==> src/hdl/page_port_pkg.sv <==
// Package with address map constants, bus structs and selector codes for the page and port decoder.
package page_port_pkg;

   // Memory page decode.
   localparam logic [3:0] PAGE_HIGH_NIBBLE = 4'hC;    // Bits 15..12 of every on-board page.
   localparam logic [3:0] BOOT_HIGH_NIBBLE = 4'h0;    // Bits 15..12 of page zero during the overlay.
   localparam logic [1:0] PAGE_SEL_ROM0 = 2'h0;       // Bits 11..10 for ROM page C0.
   localparam logic [1:0] PAGE_SEL_ROM1 = 2'h1;       // Bits 11..10 for ROM page C4.
   localparam logic [1:0] PAGE_SEL_RAM = 2'h2;        // Bits 11..10 for system RAM page C8.
   localparam logic [1:0] PAGE_SEL_DISP = 2'h3;       // Bits 11..10 for display RAM page CC.

   // Port decode: bits 15..11 must all be one.
   localparam logic [4:0] PORT_HIGH_BITS = 5'h1F;
   localparam logic [2:0] PORT_F8 = 3'h0;             // Low three bits of port F8.
   localparam logic [2:0] PORT_F9 = 3'h1;
   localparam logic [2:0] PORT_FA = 3'h2;
   localparam logic [2:0] PORT_FB = 3'h3;
   localparam logic [2:0] PORT_FC = 3'h4;
   localparam logic [2:0] PORT_FD = 3'h5;
   localparam logic [2:0] PORT_FE = 3'h6;
   localparam logic [2:0] PORT_FF = 3'h7;

   // Reset values.
   localparam logic READY_RESET = 1'b1;               // Ready is high outside wait insertion.
   localparam logic [7:0] STROBE_RESET = 8'h00;       // All port strobes idle.

   // Input multiplexer selections.
   typedef enum logic [1:0] {
      MUX_KBD = 2'b00,
      MUX_PAR = 2'b01,
      MUX_INT = 2'b10,
      MUX_BIDIR = 2'b11
   } mux_sel_t;

   // Processor bus cycle status and strobes, sampled from the system bus.
   typedef struct packed {
      logic [15:0] addr;      // Address bus.
      logic sync;             // Start-of-cycle sync pulse.
      logic mem_write;        // Memory write strobe.
      logic data_in;          // Processor data-in strobe.
      logic write_n;          // Processor write strobe, active low.
      logic stat_inp;         // Input operation status.
      logic stat_out;         // Output operation status.
      logic stat_inta;        // Interrupt acknowledge status.
      logic boot_n;           // Start-up overlay, active low.
   } bus_status_t;

   // Idle bus level for the synchroniser reset: strobes off and overlay off, so no false decode follows reset.
   localparam bus_status_t BUS_IDLE = '{addr: 16'h0000, sync: 1'b0, mem_write: 1'b0, data_in: 1'b0,
      write_n: 1'b1, stat_inp: 1'b0, stat_out: 1'b0, stat_inta: 1'b0, boot_n: 1'b1};

   // Page selects, all active low.
   typedef struct packed {
      logic rom0_n;           // ROM page C0.
      logic rom1_n;           // ROM page C4.
      logic ram_n;            // System RAM page C8.
      logic disp_n;           // Display RAM page CC.
   } page_sel_t;

   // Output port strobes, active high.
   typedef struct packed {
      logic scroll_load_strobe;
      logic par_out_strobe;
      logic tape_tx_load;
      logic ctrl_bits_strobe;
      logic serial_tx_load;
      logic rts_latch_strobe;
   } out_strobe_t;

   // Input port strobes, active high.
   typedef struct packed {
      logic switch_read_strobe;
      logic scroll_status_read;
      logic par_in_read;
      logic kbd_read;
      logic tape_rx_read;
      logic aux_status_read;
      logic serial_rx_read;
      logic serial_status_read;
   } in_strobe_t;

endpackage

==> src/hdl/page_port_decoder.sv <==
// Memory page decoder, port strobe decoder and wait state generator for the system bus.
`timescale 1ns/100ps
`default_nettype none
module page_port_decoder
   import page_port_pkg::*;
#(
   parameter bit INTA_BLOCK = 1'b1
) (
   // Clock and reset.
   input wire logic core_clk,
   input wire logic rst,
   // System bus inputs from outside the clock domain.
   input wire bus_status_t bus_in,
   input wire logic [7:0] data_bus,
   // Memory selects.
   output page_sel_t page_sel,
   output logic mem_page_hit,
   output logic ram_we_n,
   // Wait state insertion.
   output logic ready,
   // Port strobes.
   output out_strobe_t out_strobes,
   output in_strobe_t in_strobes,
   output logic int_bus_sel,
   output mux_sel_t mux_sel,
   // Latched request-to-send line.
   output logic rts_out
);

   // Wait state machine states.
   typedef enum logic [1:0] {
      W_IDLE = 2'b00,
      W_HOLD = 2'b01,
      W_DONE = 2'b10
   } wait_state_t;

   // Two-stage synchronisers for bus status and data.
   bus_status_t bus_meta_reg;
   bus_status_t bus_reg;
   logic [7:0] data_meta_reg;
   logic [7:0] data_reg;
   // Previous sync value to find its rising edge.
   logic sync_prev_reg;

   // Decoded values before registering.
   page_sel_t page_next;
   logic hit_next;
   logic we_n_next;
   logic [7:0] out_dec;
   logic [7:0] in_dec;
   logic out_en;
   logic in_en;
   logic int_sel_next;
   mux_sel_t mux_next;
   logic block_inta;
   logic io_cycle;

   // Registered outputs.
   page_sel_t page_reg;
   logic hit_reg;
   logic we_n_reg;
   out_strobe_t out_reg;
   in_strobe_t in_reg;
   out_strobe_t out_next;
   in_strobe_t in_next;
   logic int_sel_reg;
   mux_sel_t mux_reg;
   logic rts_reg;
   logic rts_next;
   wait_state_t wait_reg;
   wait_state_t wait_next;
   logic ready_reg;
   logic ready_next;

   // Synchronise everything arriving from the bus before it is decoded.
   always_ff @(posedge core_clk or posedge rst) begin
      if (rst) begin
         bus_meta_reg <= BUS_IDLE; // Idle levels, so the overlay does not look active after reset.
         bus_reg <= BUS_IDLE;
         data_meta_reg <= 8'h00;
         data_reg <= 8'h00;
         sync_prev_reg <= 1'b0;
      end else begin
         bus_meta_reg <= bus_in;
         bus_reg <= bus_meta_reg;
         data_meta_reg <= data_bus;
         data_reg <= data_meta_reg;
         sync_prev_reg <= bus_reg.sync;
      end
   end

   // Page decode: high nibble C, or page zero during the overlay, and never in I/O cycles.
   always_comb begin
      block_inta = INTA_BLOCK && bus_reg.stat_inta;
      io_cycle = bus_reg.stat_inp || bus_reg.stat_out;
      page_next = 4'hF;
      if (!io_cycle && !block_inta) begin
         if (!bus_reg.boot_n) begin
            // Overlay blocks page C and maps page zero onto ROM C0.
            if (bus_reg.addr[15:10] == {BOOT_HIGH_NIBBLE, PAGE_SEL_ROM0}) begin
               page_next.rom0_n = 1'b0;
            end
         end else if (bus_reg.addr[15:12] == PAGE_HIGH_NIBBLE) begin
            case (bus_reg.addr[11:10])
               PAGE_SEL_ROM0: page_next.rom0_n = 1'b0;
               PAGE_SEL_ROM1: page_next.rom1_n = 1'b0;
               PAGE_SEL_RAM: page_next.ram_n = 1'b0;
               PAGE_SEL_DISP: page_next.disp_n = 1'b0;
               default: page_next = 4'hF;
            endcase
         end
      end
      hit_next = (page_next != 4'hF);
      // RAM write only on RAM page while memory write is asserted; ROM ignores it.
      we_n_next = !(!page_next.ram_n && bus_reg.mem_write);
   end

   // Port decode enables: bits 15..11 all ones, qualified by status and bus strobe.
   always_comb begin
      out_en = (bus_reg.addr[15:11] == PORT_HIGH_BITS) && !block_inta
         && bus_reg.stat_out && !bus_reg.write_n;
      in_en = (bus_reg.addr[15:11] == PORT_HIGH_BITS) && !block_inta
         && bus_reg.stat_inp && bus_reg.data_in;
   end

   // Output port decoder instance.
   port_strobe_decoder #(.WIDTH(8)) u_out_dec (
      .enable(out_en),
      .sel(bus_reg.addr[10:8]),
      .strobe(out_dec)
   );

   // Input port decoder instance.
   port_strobe_decoder #(.WIDTH(8)) u_in_dec (
      .enable(in_en),
      .sel(bus_reg.addr[10:8]),
      .strobe(in_dec)
   );

   // Map decoded lines onto named strobes, input mux and the RTS latch.
   always_comb begin
      out_next.scroll_load_strobe = out_dec[PORT_FE];
      out_next.par_out_strobe = out_dec[PORT_FD];
      out_next.tape_tx_load = out_dec[PORT_FB];
      out_next.ctrl_bits_strobe = out_dec[PORT_FA];
      out_next.serial_tx_load = out_dec[PORT_F9];
      out_next.rts_latch_strobe = out_dec[PORT_F8];
      in_next.switch_read_strobe = in_dec[PORT_FF];
      in_next.scroll_status_read = in_dec[PORT_FE];
      in_next.par_in_read = in_dec[PORT_FD];
      in_next.kbd_read = in_dec[PORT_FC];
      in_next.tape_rx_read = in_dec[PORT_FB];
      in_next.aux_status_read = in_dec[PORT_FA];
      in_next.serial_rx_read = in_dec[PORT_F9];
      in_next.serial_status_read = in_dec[PORT_F8];
      int_sel_next = |in_dec[PORT_FB:PORT_F8];
      // Display page overrides, then memory and internal ports, then keyboard and parallel.
      if (!page_next.disp_n) begin
         mux_next = MUX_BIDIR;
      end else if (hit_next || int_sel_next) begin
         mux_next = MUX_INT;
      end else if (in_dec[PORT_FC]) begin
         mux_next = MUX_KBD;
      end else if (in_dec[PORT_FD]) begin
         mux_next = MUX_PAR;
      end else begin
         mux_next = MUX_BIDIR;
      end
      rts_next = out_dec[PORT_F8] ? data_reg[4] : rts_reg;
   end

   // Wait state: ready drops on sync of a page or I/O cycle, releases one state later.
   always_comb begin
      wait_next = wait_reg;
      ready_next = ready_reg;
      case (wait_reg)
         W_IDLE: begin
            if (bus_reg.sync && !sync_prev_reg && (hit_next || io_cycle)) begin
               wait_next = W_HOLD;
               ready_next = 1'b0;
            end
         end
         W_HOLD: begin
            wait_next = W_DONE;
            ready_next = READY_RESET;
         end
         W_DONE: begin
            if (!bus_reg.sync) begin
               wait_next = W_IDLE;
            end
         end
         default: begin
            wait_next = W_IDLE;
            ready_next = READY_RESET;
         end
      endcase
   end

   // Register all outputs.
   always_ff @(posedge core_clk or posedge rst) begin
      if (rst) begin
         page_reg <= 4'hF;
         hit_reg <= 1'b0;
         we_n_reg <= 1'b1;
         out_reg <= '0;
         in_reg <= '0;
         int_sel_reg <= 1'b0;
         mux_reg <= MUX_BIDIR;
         rts_reg <= 1'b0;
         wait_reg <= W_IDLE;
         ready_reg <= READY_RESET;
      end else begin
         page_reg <= page_next;
         hit_reg <= hit_next;
         we_n_reg <= we_n_next;
         out_reg <= out_next;
         in_reg <= in_next;
         int_sel_reg <= int_sel_next;
         mux_reg <= mux_next;
         rts_reg <= rts_next;
         wait_reg <= wait_next;
         ready_reg <= ready_next;
      end
   end

   // Output connections.
   assign page_sel = page_reg;
   assign mem_page_hit = hit_reg;
   assign ram_we_n = we_n_reg;
   assign ready = ready_reg;
   assign out_strobes = out_reg;
   assign in_strobes = in_reg;
   assign int_bus_sel = int_sel_reg;
   assign mux_sel = mux_reg;
   assign rts_out = rts_reg;

   // The wait lasts exactly one cycle.
   a_wait_one_cycle: assert property (@(posedge core_clk) disable iff (rst)
      !ready |=> ready) else $error("ready held low more than one cycle");

   // Ready drops after a sync rising edge of a page or I/O cycle.
   a_wait_on_sync: assert property (@(posedge core_clk) disable iff (rst)
      (wait_reg == W_IDLE && bus_reg.sync && !sync_prev_reg && (hit_next || io_cycle)) |=> !ready)
      else $error("missing wait state");

   // No page select during I/O.
   a_no_page_io: assert property (@(posedge core_clk) disable iff (rst)
      $past(io_cycle) |-> page_sel == 4'hF) else $error("page selected in I/O cycle");

   // Hit follows the selects.
   a_hit_match: assert property (@(posedge core_clk) disable iff (rst)
      mem_page_hit == (page_sel != 4'hF)) else $error("page hit mismatch");

   // RAM write only on RAM page.
   a_ram_we_page: assert property (@(posedge core_clk) disable iff (rst)
      !ram_we_n |-> !page_sel.ram_n) else $error("RAM write outside RAM page");

   // Overlay blocks page C.
   a_boot_blocks_c: assert property (@(posedge core_clk) disable iff (rst)
      (!$past(bus_reg.boot_n) && $past(bus_reg.addr[15:12]) == PAGE_HIGH_NIBBLE) |-> page_sel == 4'hF)
      else $error("page C decoded during overlay");

   // Output strobes need write strobe.
   a_out_qualified: assert property (@(posedge core_clk) disable iff (rst)
      (out_strobes != '0) |-> ($past(bus_reg.stat_out) && !$past(bus_reg.write_n)))
      else $error("output strobe without write");

   // Internal bus select tracks F8 to FB reads.
   a_int_sel: assert property (@(posedge core_clk) disable iff (rst)
      int_bus_sel == (in_strobes.serial_status_read || in_strobes.serial_rx_read
         || in_strobes.aux_status_read || in_strobes.tape_rx_read))
      else $error("internal bus select mismatch");

   // Interrupt acknowledge blocks every page and port decode while the jumpers are fitted.
   a_inta_blocks: assert property (@(posedge core_clk) disable iff (rst)
      $past(block_inta) |-> (page_sel == 4'hF && out_strobes == '0 && in_strobes == '0))
      else $error("decode during interrupt acknowledge");

endmodule
`default_nettype wire

==> src/hdl/port_strobe_decoder.sv <==
// One-of-eight port strobe decoder with enable, shared by the input and output port decode.
`timescale 1ns/100ps
`default_nettype none
module port_strobe_decoder
   import page_port_pkg::*;
#(
   parameter int WIDTH = 8
) (
   // Decode inputs.
   input wire logic enable,
   input wire logic [2:0] sel,
   // Decoded one-hot strobes.
   output logic [WIDTH-1:0] strobe
);

   // The select field covers exactly eight strobes, so any other width is refused at elaboration.
   if (WIDTH != 8) begin : g_width_check
      $error("port_strobe_decoder supports only eight strobes");
   end

   // One line is active only while the enable stands.
   always_comb begin
      strobe = STROBE_RESET;
      if (enable) begin
         strobe[sel] = 1'b1;
      end
   end

endmodule
`default_nettype wire

==> config.mk <==
export PLATFORM = sky130hd
export DESIGN_NAME = page_port_decoder
export DESIGN_NICKNAME = d
export VERILOG_FILES = /design/src/hdl/page_port_pkg.sv /design/src/hdl/page_port_decoder.sv /design/src/hdl/port_strobe_decoder.sv
export SDC_FILE = /design/constraint.sdc
export NUM_CORES = 1
export LEC_CHECK = 0
export BUFFER_PORTS_ARGS = -buffer_cell sky130_fd_sc_hd__buf_2
export CAP_MARGIN = 0
export CORE_AREA = 4 4 85 87
export DETAILED_ROUTE_END_ITERATION = 7
export DIE_AREA = 0 0 89 91
export PLACE_DENSITY = 0.59
export RECOVER_POWER = 25
export SYNTH_ARGS = -nofsm -noshare
export SYNTH_HDL_FRONTEND = slang
export SYNTH_SLANG_ARGS = --single-unit
==> constraint.sdc <==
create_clock -name core_clk -period 2.05 [get_ports core_clk]
set_input_delay 0.3075 -clock core_clk [delete_from_list [all_inputs] [get_ports core_clk]]
set_output_delay 0.3075 -clock core_clk [all_outputs]
set_load 0.05 [all_outputs]
Yosys cells after proc, flatten, opt, wreduce, memory -nomap -nowiden

Index checks and enable logic that the tools add are counted.

Latch bits: 0
Output and inout port bits: 25
Memory bits (read-only): 0
Bits in writable memories: 0
Memories kept: 0
Input port bits: 34
Logic and storage cells: 106
Register bits after elaboration: 86

Equal/unequal tests: 10
Reductions and logical operators: 25
Div/mod/pow operators: 0
$add $sub $neg: 0
Shift-type cells: 0
Bitwise gates (word level): 1
Multipliers: 0
Mux-type cells: 22
$lt $le $gt $ge: 2

Operators with widths:

| kind                 | count |
|---|---|
| $mux W2              | 6 |
| $logic_and A1 B1 Y1  | 10 |
| $mux W1              | 8 |
| $mux W4              | 2 |
| $mux W8              | 1 |
| $mux W7              | 1 |
| $eq A2 B2 Y1 const B | 3 |
| $logic_not A1 Y1     | 6 |
| $logic_not A6 Y1     | 1 |
| $pmux W2 S3          | 1 |
| $eq A5 B5 Y1 const B | 1 |
| $eq A2 B1 Y1 const B | 2 |
| $eq A4 B4 Y1 const B | 1 |
| $logic_not A2 Y1     | 2 |
| $lt A3 B4 Y1 const B | 1 |
| $ne A2 B2 Y1 const B | 2 |
| $ne A4 B4 Y1 const B | 1 |
| $reduce_and A2 Y1    | 2 |
| $reduce_or A4 Y1     | 1 |
| $demux W1 S3         | 1 |
| $ge A3 B1 Y1 const B | 1 |
| $logic_or A1 B1 Y1   | 3 |
| $mux W3              | 1 |
| $pmux W1 S2          | 1 |
| $not A1 Y1           | 1 |

Longest topological paths before layout

Word-level depth: 10
Gate-level depth with buffers: 5
Gate-level depth less buffers: 4

Cells and area by module

Synthesis repeated with hierarchy kept, for this count alone.

Cell total of the unflattened synthesis: 113
Area, all modules: 1,970.6 um^2

Modules (own cells, without submodules):

| module              | cells each | seq. area each (um^2) | area each (um^2) | times used |
|---|---|---|---|---|
| page_port_decoder   | 97         | 1,566.5               | 1,780.5          | 1 |
| port_strobe_decoder | 8          | 0.0                   | 95.1             | 2 |

Least setup slack after synthesis

Ideal clock, no wire load.

Path kind: register -> register
From: reg bus_reg, in the netlist block_inta
To: reg rts_reg (netlist: rts_out)
Slack: 648 ps
Cell stages (with the launch flop): 5
Library setup time: 128 ps
Period minus slack after synthesis: 1,402 ps
Arrival time: 1,274 ps
Cells stage by stage: dfrtp_1 > and4b_1 > nand4b_1 > nor3_2 > mux2_1

Longest elaborated chain between the ends: 5

Ends and longest elaborated chain:

| what                              | RTL line                  | source |
|---|---|---|
| start, declared                   | page_port_decoder.sv:39   | `bus_status_t bus_reg;` |
| start signal, assigned            | page_port_decoder.sv:85   | `bus_reg <= bus_meta_reg;` |
| $logic_not A1 Y1                  | page_port_decoder.sv:120  | `out_en = (bus_reg.addr[15:11] == PORT_HIGH_BITS) && !block_inta` |
| $logic_and A1 B1 Y1               | page_port_decoder.sv:120  |  |
| $logic_and A1 B1 Y1 (2 in series) | page_port_decoder.sv:121  | `&& bus_reg.stat_out && !bus_reg.write_n;` |
| $mux W7                           | port_strobe_decoder.sv:24 | `if (enable) begin` |
| net out_dec[0]                    | page_port_decoder.sv:49   | `logic [7:0] out_dec;` |
| end signal, assigned              | page_port_decoder.sv:220  | `rts_reg <= rts_next;` |
| end, declared                     | page_port_decoder.sv:68   | `logic rts_reg;` |

The timed path passes the listed nets, and every way through them passes these cells.
A chain may end at the register's enable or synchronous reset.

Worst setup path in the final report

From: reg bus_reg[19] (netlist name)
To: reg rts_reg (netlist: rts_out)

Longest elaborated chain between the ends: 5

Ends and longest elaborated chain:

| what                              | RTL line |
|---|---|
| $eq A5 B5 Y1                      | page_port_decoder.sv:120 |
| $logic_and A1 B1 Y1               | page_port_decoder.sv:120 |
| $logic_and A1 B1 Y1 (2 in series) | page_port_decoder.sv:121 |
| $mux W7                           | port_strobe_decoder.sv:24 |
| net out_dec[0]                    | page_port_decoder.sv:49 |

The timed path passes the listed nets, and every way through them passes these cells.

==> results.md <==
- Final clock period utilization by the worst path: about 81%
- Post-detailed-placement half-perimeter wirelength: 2240 um
- Multiplexer fraction of the synthesized cell area: under 10%
- Site Rows: 29
- Worst Hold Depth: 1
- Post-synthesis sequential area ratio: 82.6%
- Cell type contributing the most total cell area after synthesis: sky130_fd_sc_hd__dfrtp_1
- Antenna diode count: 0
- Relative slew slack: between 30% and 40%
- GR Overflow Total: 0
- Mean cell area of the mapped netlist: between 15 and 20 um2
- Maximum number of pins on one net before global-route repair: 28
- Hold Buf Count CTS: 0
- Final layout net count: 209
- Share of post-route cells with drive strength above 1: 42.2%
- 1st-iter DRT viols: 33
- Cell area power density: 1000 mW/mm2
- Vertical extent of the die: 91 um
- Synthesized-area fraction occupied by adder cells: 0%
- VDD IR max: 0.489 mV
- Number of H-tree branching levels: 3
- Residual antenna-violating net count after detailed routing: 0
- Summed instance area of the synthesized netlist: 0.00190 mm2
- Type of element launching the critical path: flop
- Main combinational cell family by area after synthesis: simple AND/OR/NAND/NOR gates
- Number of post-CTS setup repair buffers: 0
- Largest register FFs: 16
- Worst reg2reg path startpoint: bus_reg[19]$_DFF_PP0_
- Simple-Gate Fraction of Synth Area: 13.6%
- Transition time of the tightest slew-check pin: between 900 and 1000 ps
- Total number of clock tree sinks: 62
- Hold Worst Slack: a little under 70 ps
- Worst-path maximum fanout: 7
- Type of the setup path with the least slack: reg -> reg
- Number of port buffers: 43
- Post-layout min period: 1660 ps
- Worst min-delay path category: in -> reg
- Cell family with most CP delay: simple AND/OR/NAND/NOR gates
- Wire length of the first global-routing pass: ~5100 um
- Synthesized-area fraction occupied by xor and xnor cells: 0%
- Worst slack, placed: 376 ps
- Capture endpoint of the worst hold path: bus_meta_reg[0]$_DFF_PP1_
- Fraction of post-synthesis cell area in the top cell type by area: 66.0%
- Most common cell after layout, fill and taps aside: sky130_fd_sc_hd__dfrtp_1
- Number of nets in the synthesized netlist: 154
- Cell count of the worst reg-to-reg path: 4
- Final setup fails: 0
- Die outline width: between 80 and 90 um
- Synthesis-to-finish area growth: 27.5%
- Highest-count cells in the layout ignoring fill and taps: sky130_fd_sc_hd__dfrtp_1, sky130_fd_sc_hd__buf_2, sky130_fd_sc_hd__nor2_1
- Leakage Power: 1.15 nW
- Worst path setup slack after routing: between 300 and 400 ps
- Count of unresolved DRC violations after routing: 0
- Beginning of the worst hold path: bus_in[0]
- Synthesis warning total: 0
- TritonCTS clock tree: yes
- GRT Resource Usage Total: 8.79%
- Number of distinct library cells after synthesis: 29
- Capturing point of the worst reg2reg path: rts_out$_DFFE_PP0P_
- Number of antenna violations at the first check in global routing: 0
- Sort of element at the end of the critical path: flop
- Master cell of the clock root buffer: sky130_fd_sc_hd__clkbuf_8
- Per-cell routed wire length: 11.9 um
- Max-slew violations: 0
- Boundary pin count: around 60
- Later-pin clock latency in the skew report: 330 ps
- Clock transition at the registers of the reported paths: 70 ps
- Gates resized, CTS repair: 0
- Total die area: 0.00810 mm2
- Final weighted congestion of routability-driven global placement: around 0.82
- Max Clk Rate: 603 MHz
- Number of maximum-capacitance constraint violations: 0
- Vias per cell: around 4.1
- Data arrival time of the critical path: 1870 ps
- Total number of vias: 1,055
- Buf+Inv Stages, Crit Path: 0
- Clock Path Buffers: 2
- Compound-Gate Fraction of Synth Area: 1.72%
- Area of the core region: 0.00635 mm2
- Instance count of the mapped netlist: 120
- Unrepaired setup endpoints after global routing: no
- Result of the run: finished clean
- Routed wire length: 3060 um
- Effective utilization at floorplan: around 30%
- Iteration count of the initial detailed-routing pass: 4
- Cell with the biggest individual delay on the critical path: sky130_fd_sc_hd__dfrtp_1
- Synth Register Bits: 62
- Synth area leaders: sky130_fd_sc_hd__dfrtp_1, sky130_fd_sc_hd__dfstp_2, sky130_fd_sc_hd__nor2_1, sky130_fd_sc_hd__nor3_1, sky130_fd_sc_hd__or3_4
- Setup TNS: 0 ps
- Final-report hold violation count: 0
- Worst-path cell chain: and4b_1, nand4b_1, nor3_2, mux2_1
- Clk_skew: roughly 3.7 ps
- Critical path required time: 2270 ps
- R2R Setup Slk: 390 ps
- Inserted Clock Buffers: 9
- Critical Path Max Stage Delay: around 450 ps
- Number of global-route vias before repair: 1,069
-- worst reg2reg max path: stages, from the launching register on --
cell                       delay (ps)
sky130_fd_sc_hd__dfrtp_1          450
sky130_fd_sc_hd__and4b_1          280
sky130_fd_sc_hd__nand4b_1         240
sky130_fd_sc_hd__nor3_2           240
sky130_fd_sc_hd__mux2_1           340
-- layout make-up --
class	instances	area, um2
Clock buffer	10	128
Clock inverter	6	71.3
Fill cell	605	3930
Inverter	4	15.0
Multi-Input combinational cell	53	312
Sequential cell	62	1570
Tap cell	77	96.3
Timing Repair Buffer	45	230
-- power by group --
part           total (W)  switching [W]  internal (W)
sequential       0.00130      0.0000246       0.00128
clock            0.00103       0.000462      0.000569
combinational  0.0000958      0.0000650     0.0000308
total            0.00243       0.000552       0.00187
-- cell usage after synthesis, drive strengths merged --
cell type / instances
nor2: 15
a21oi: 2
and2: 1
mux2: 1
o32ai: 1
dfstp: 12
inv: 4
dfrtp: 50
o21ai: 1
nor2b: 2
nand4b: 1
or3b: 1
nand3b: 1
nor3: 7
or3: 3
and3: 2
nor4: 1
and4b: 1
clkbuf: 1
or2: 1
nand2b: 2
nand3: 3
nand4: 1
o2111ai: 1
nand2: 4
mux2i: 1
-- stage by stage --
step / utilization [%] / power [W] / instance area (um2) / instances
4_1_cts: 38.1 / 0.00248 / 2420 / 257
3_5_place_dp: 35.0 / 0.00142 / 2220 / 241
2_1_floorplan: - / 0.00138 / 1900 / 120
5_1_grt: 38.1 / 0.00256 / 2420 / 257
6_report: 38.1 / 0.00243 / 2420 / 257
3_3_place_gp: 35.0 / 0.00142 / 2220 / 241
-- metal layers --
layer	wire [um]	up-vias	track usage [%]	part of all wire, %
met5	0	-	0	0
met4	63	0	4.47	2.1
met3	314	10	5.97	10
met2	1510	42	12.7	50
met1	1160	496	9.69	38
li1	-	507	-	-
-- worst max path at each step --
| stage | from | end | slack (ps) | cells past startpoint |
|---|---|---|---|---|
| finish | bus_reg[19]$_DFF_PP0_ | rts_out$_DFFE_PP0P_ | 390 | 4 |
| global route | bus_reg[19]$_DFF_PP0_ | rts_out$_DFFE_PP0P_ | 290 | 4 |
| CTS | bus_reg[19]$_DFF_PP0_ | rts_out$_DFFE_PP0P_ | 370 | 4 |
| detailed placement | bus_reg[19]$_DFF_PP0_ | rts_out$_DFFE_PP0P_ | 380 | 4 |
| global placement | bus_reg[19]$_DFF_PP0_ | rts_out$_DFFE_PP0P_ | 380 | 4 |
| floorplan | rst | block_inta$_DFF_PP0_ | 220 | 1 |
-- cell families after synthesis --
| family | count (synthesis) |
|---|---|
| multiplexers | 2 |
| AND/OR/NAND/NOR | 46 |
| buffers and inverters | 5 |
| flip-flops | 62 |
| AO/OA/AOI/OAI | 5 |
(Power assumes the default switching activity.)
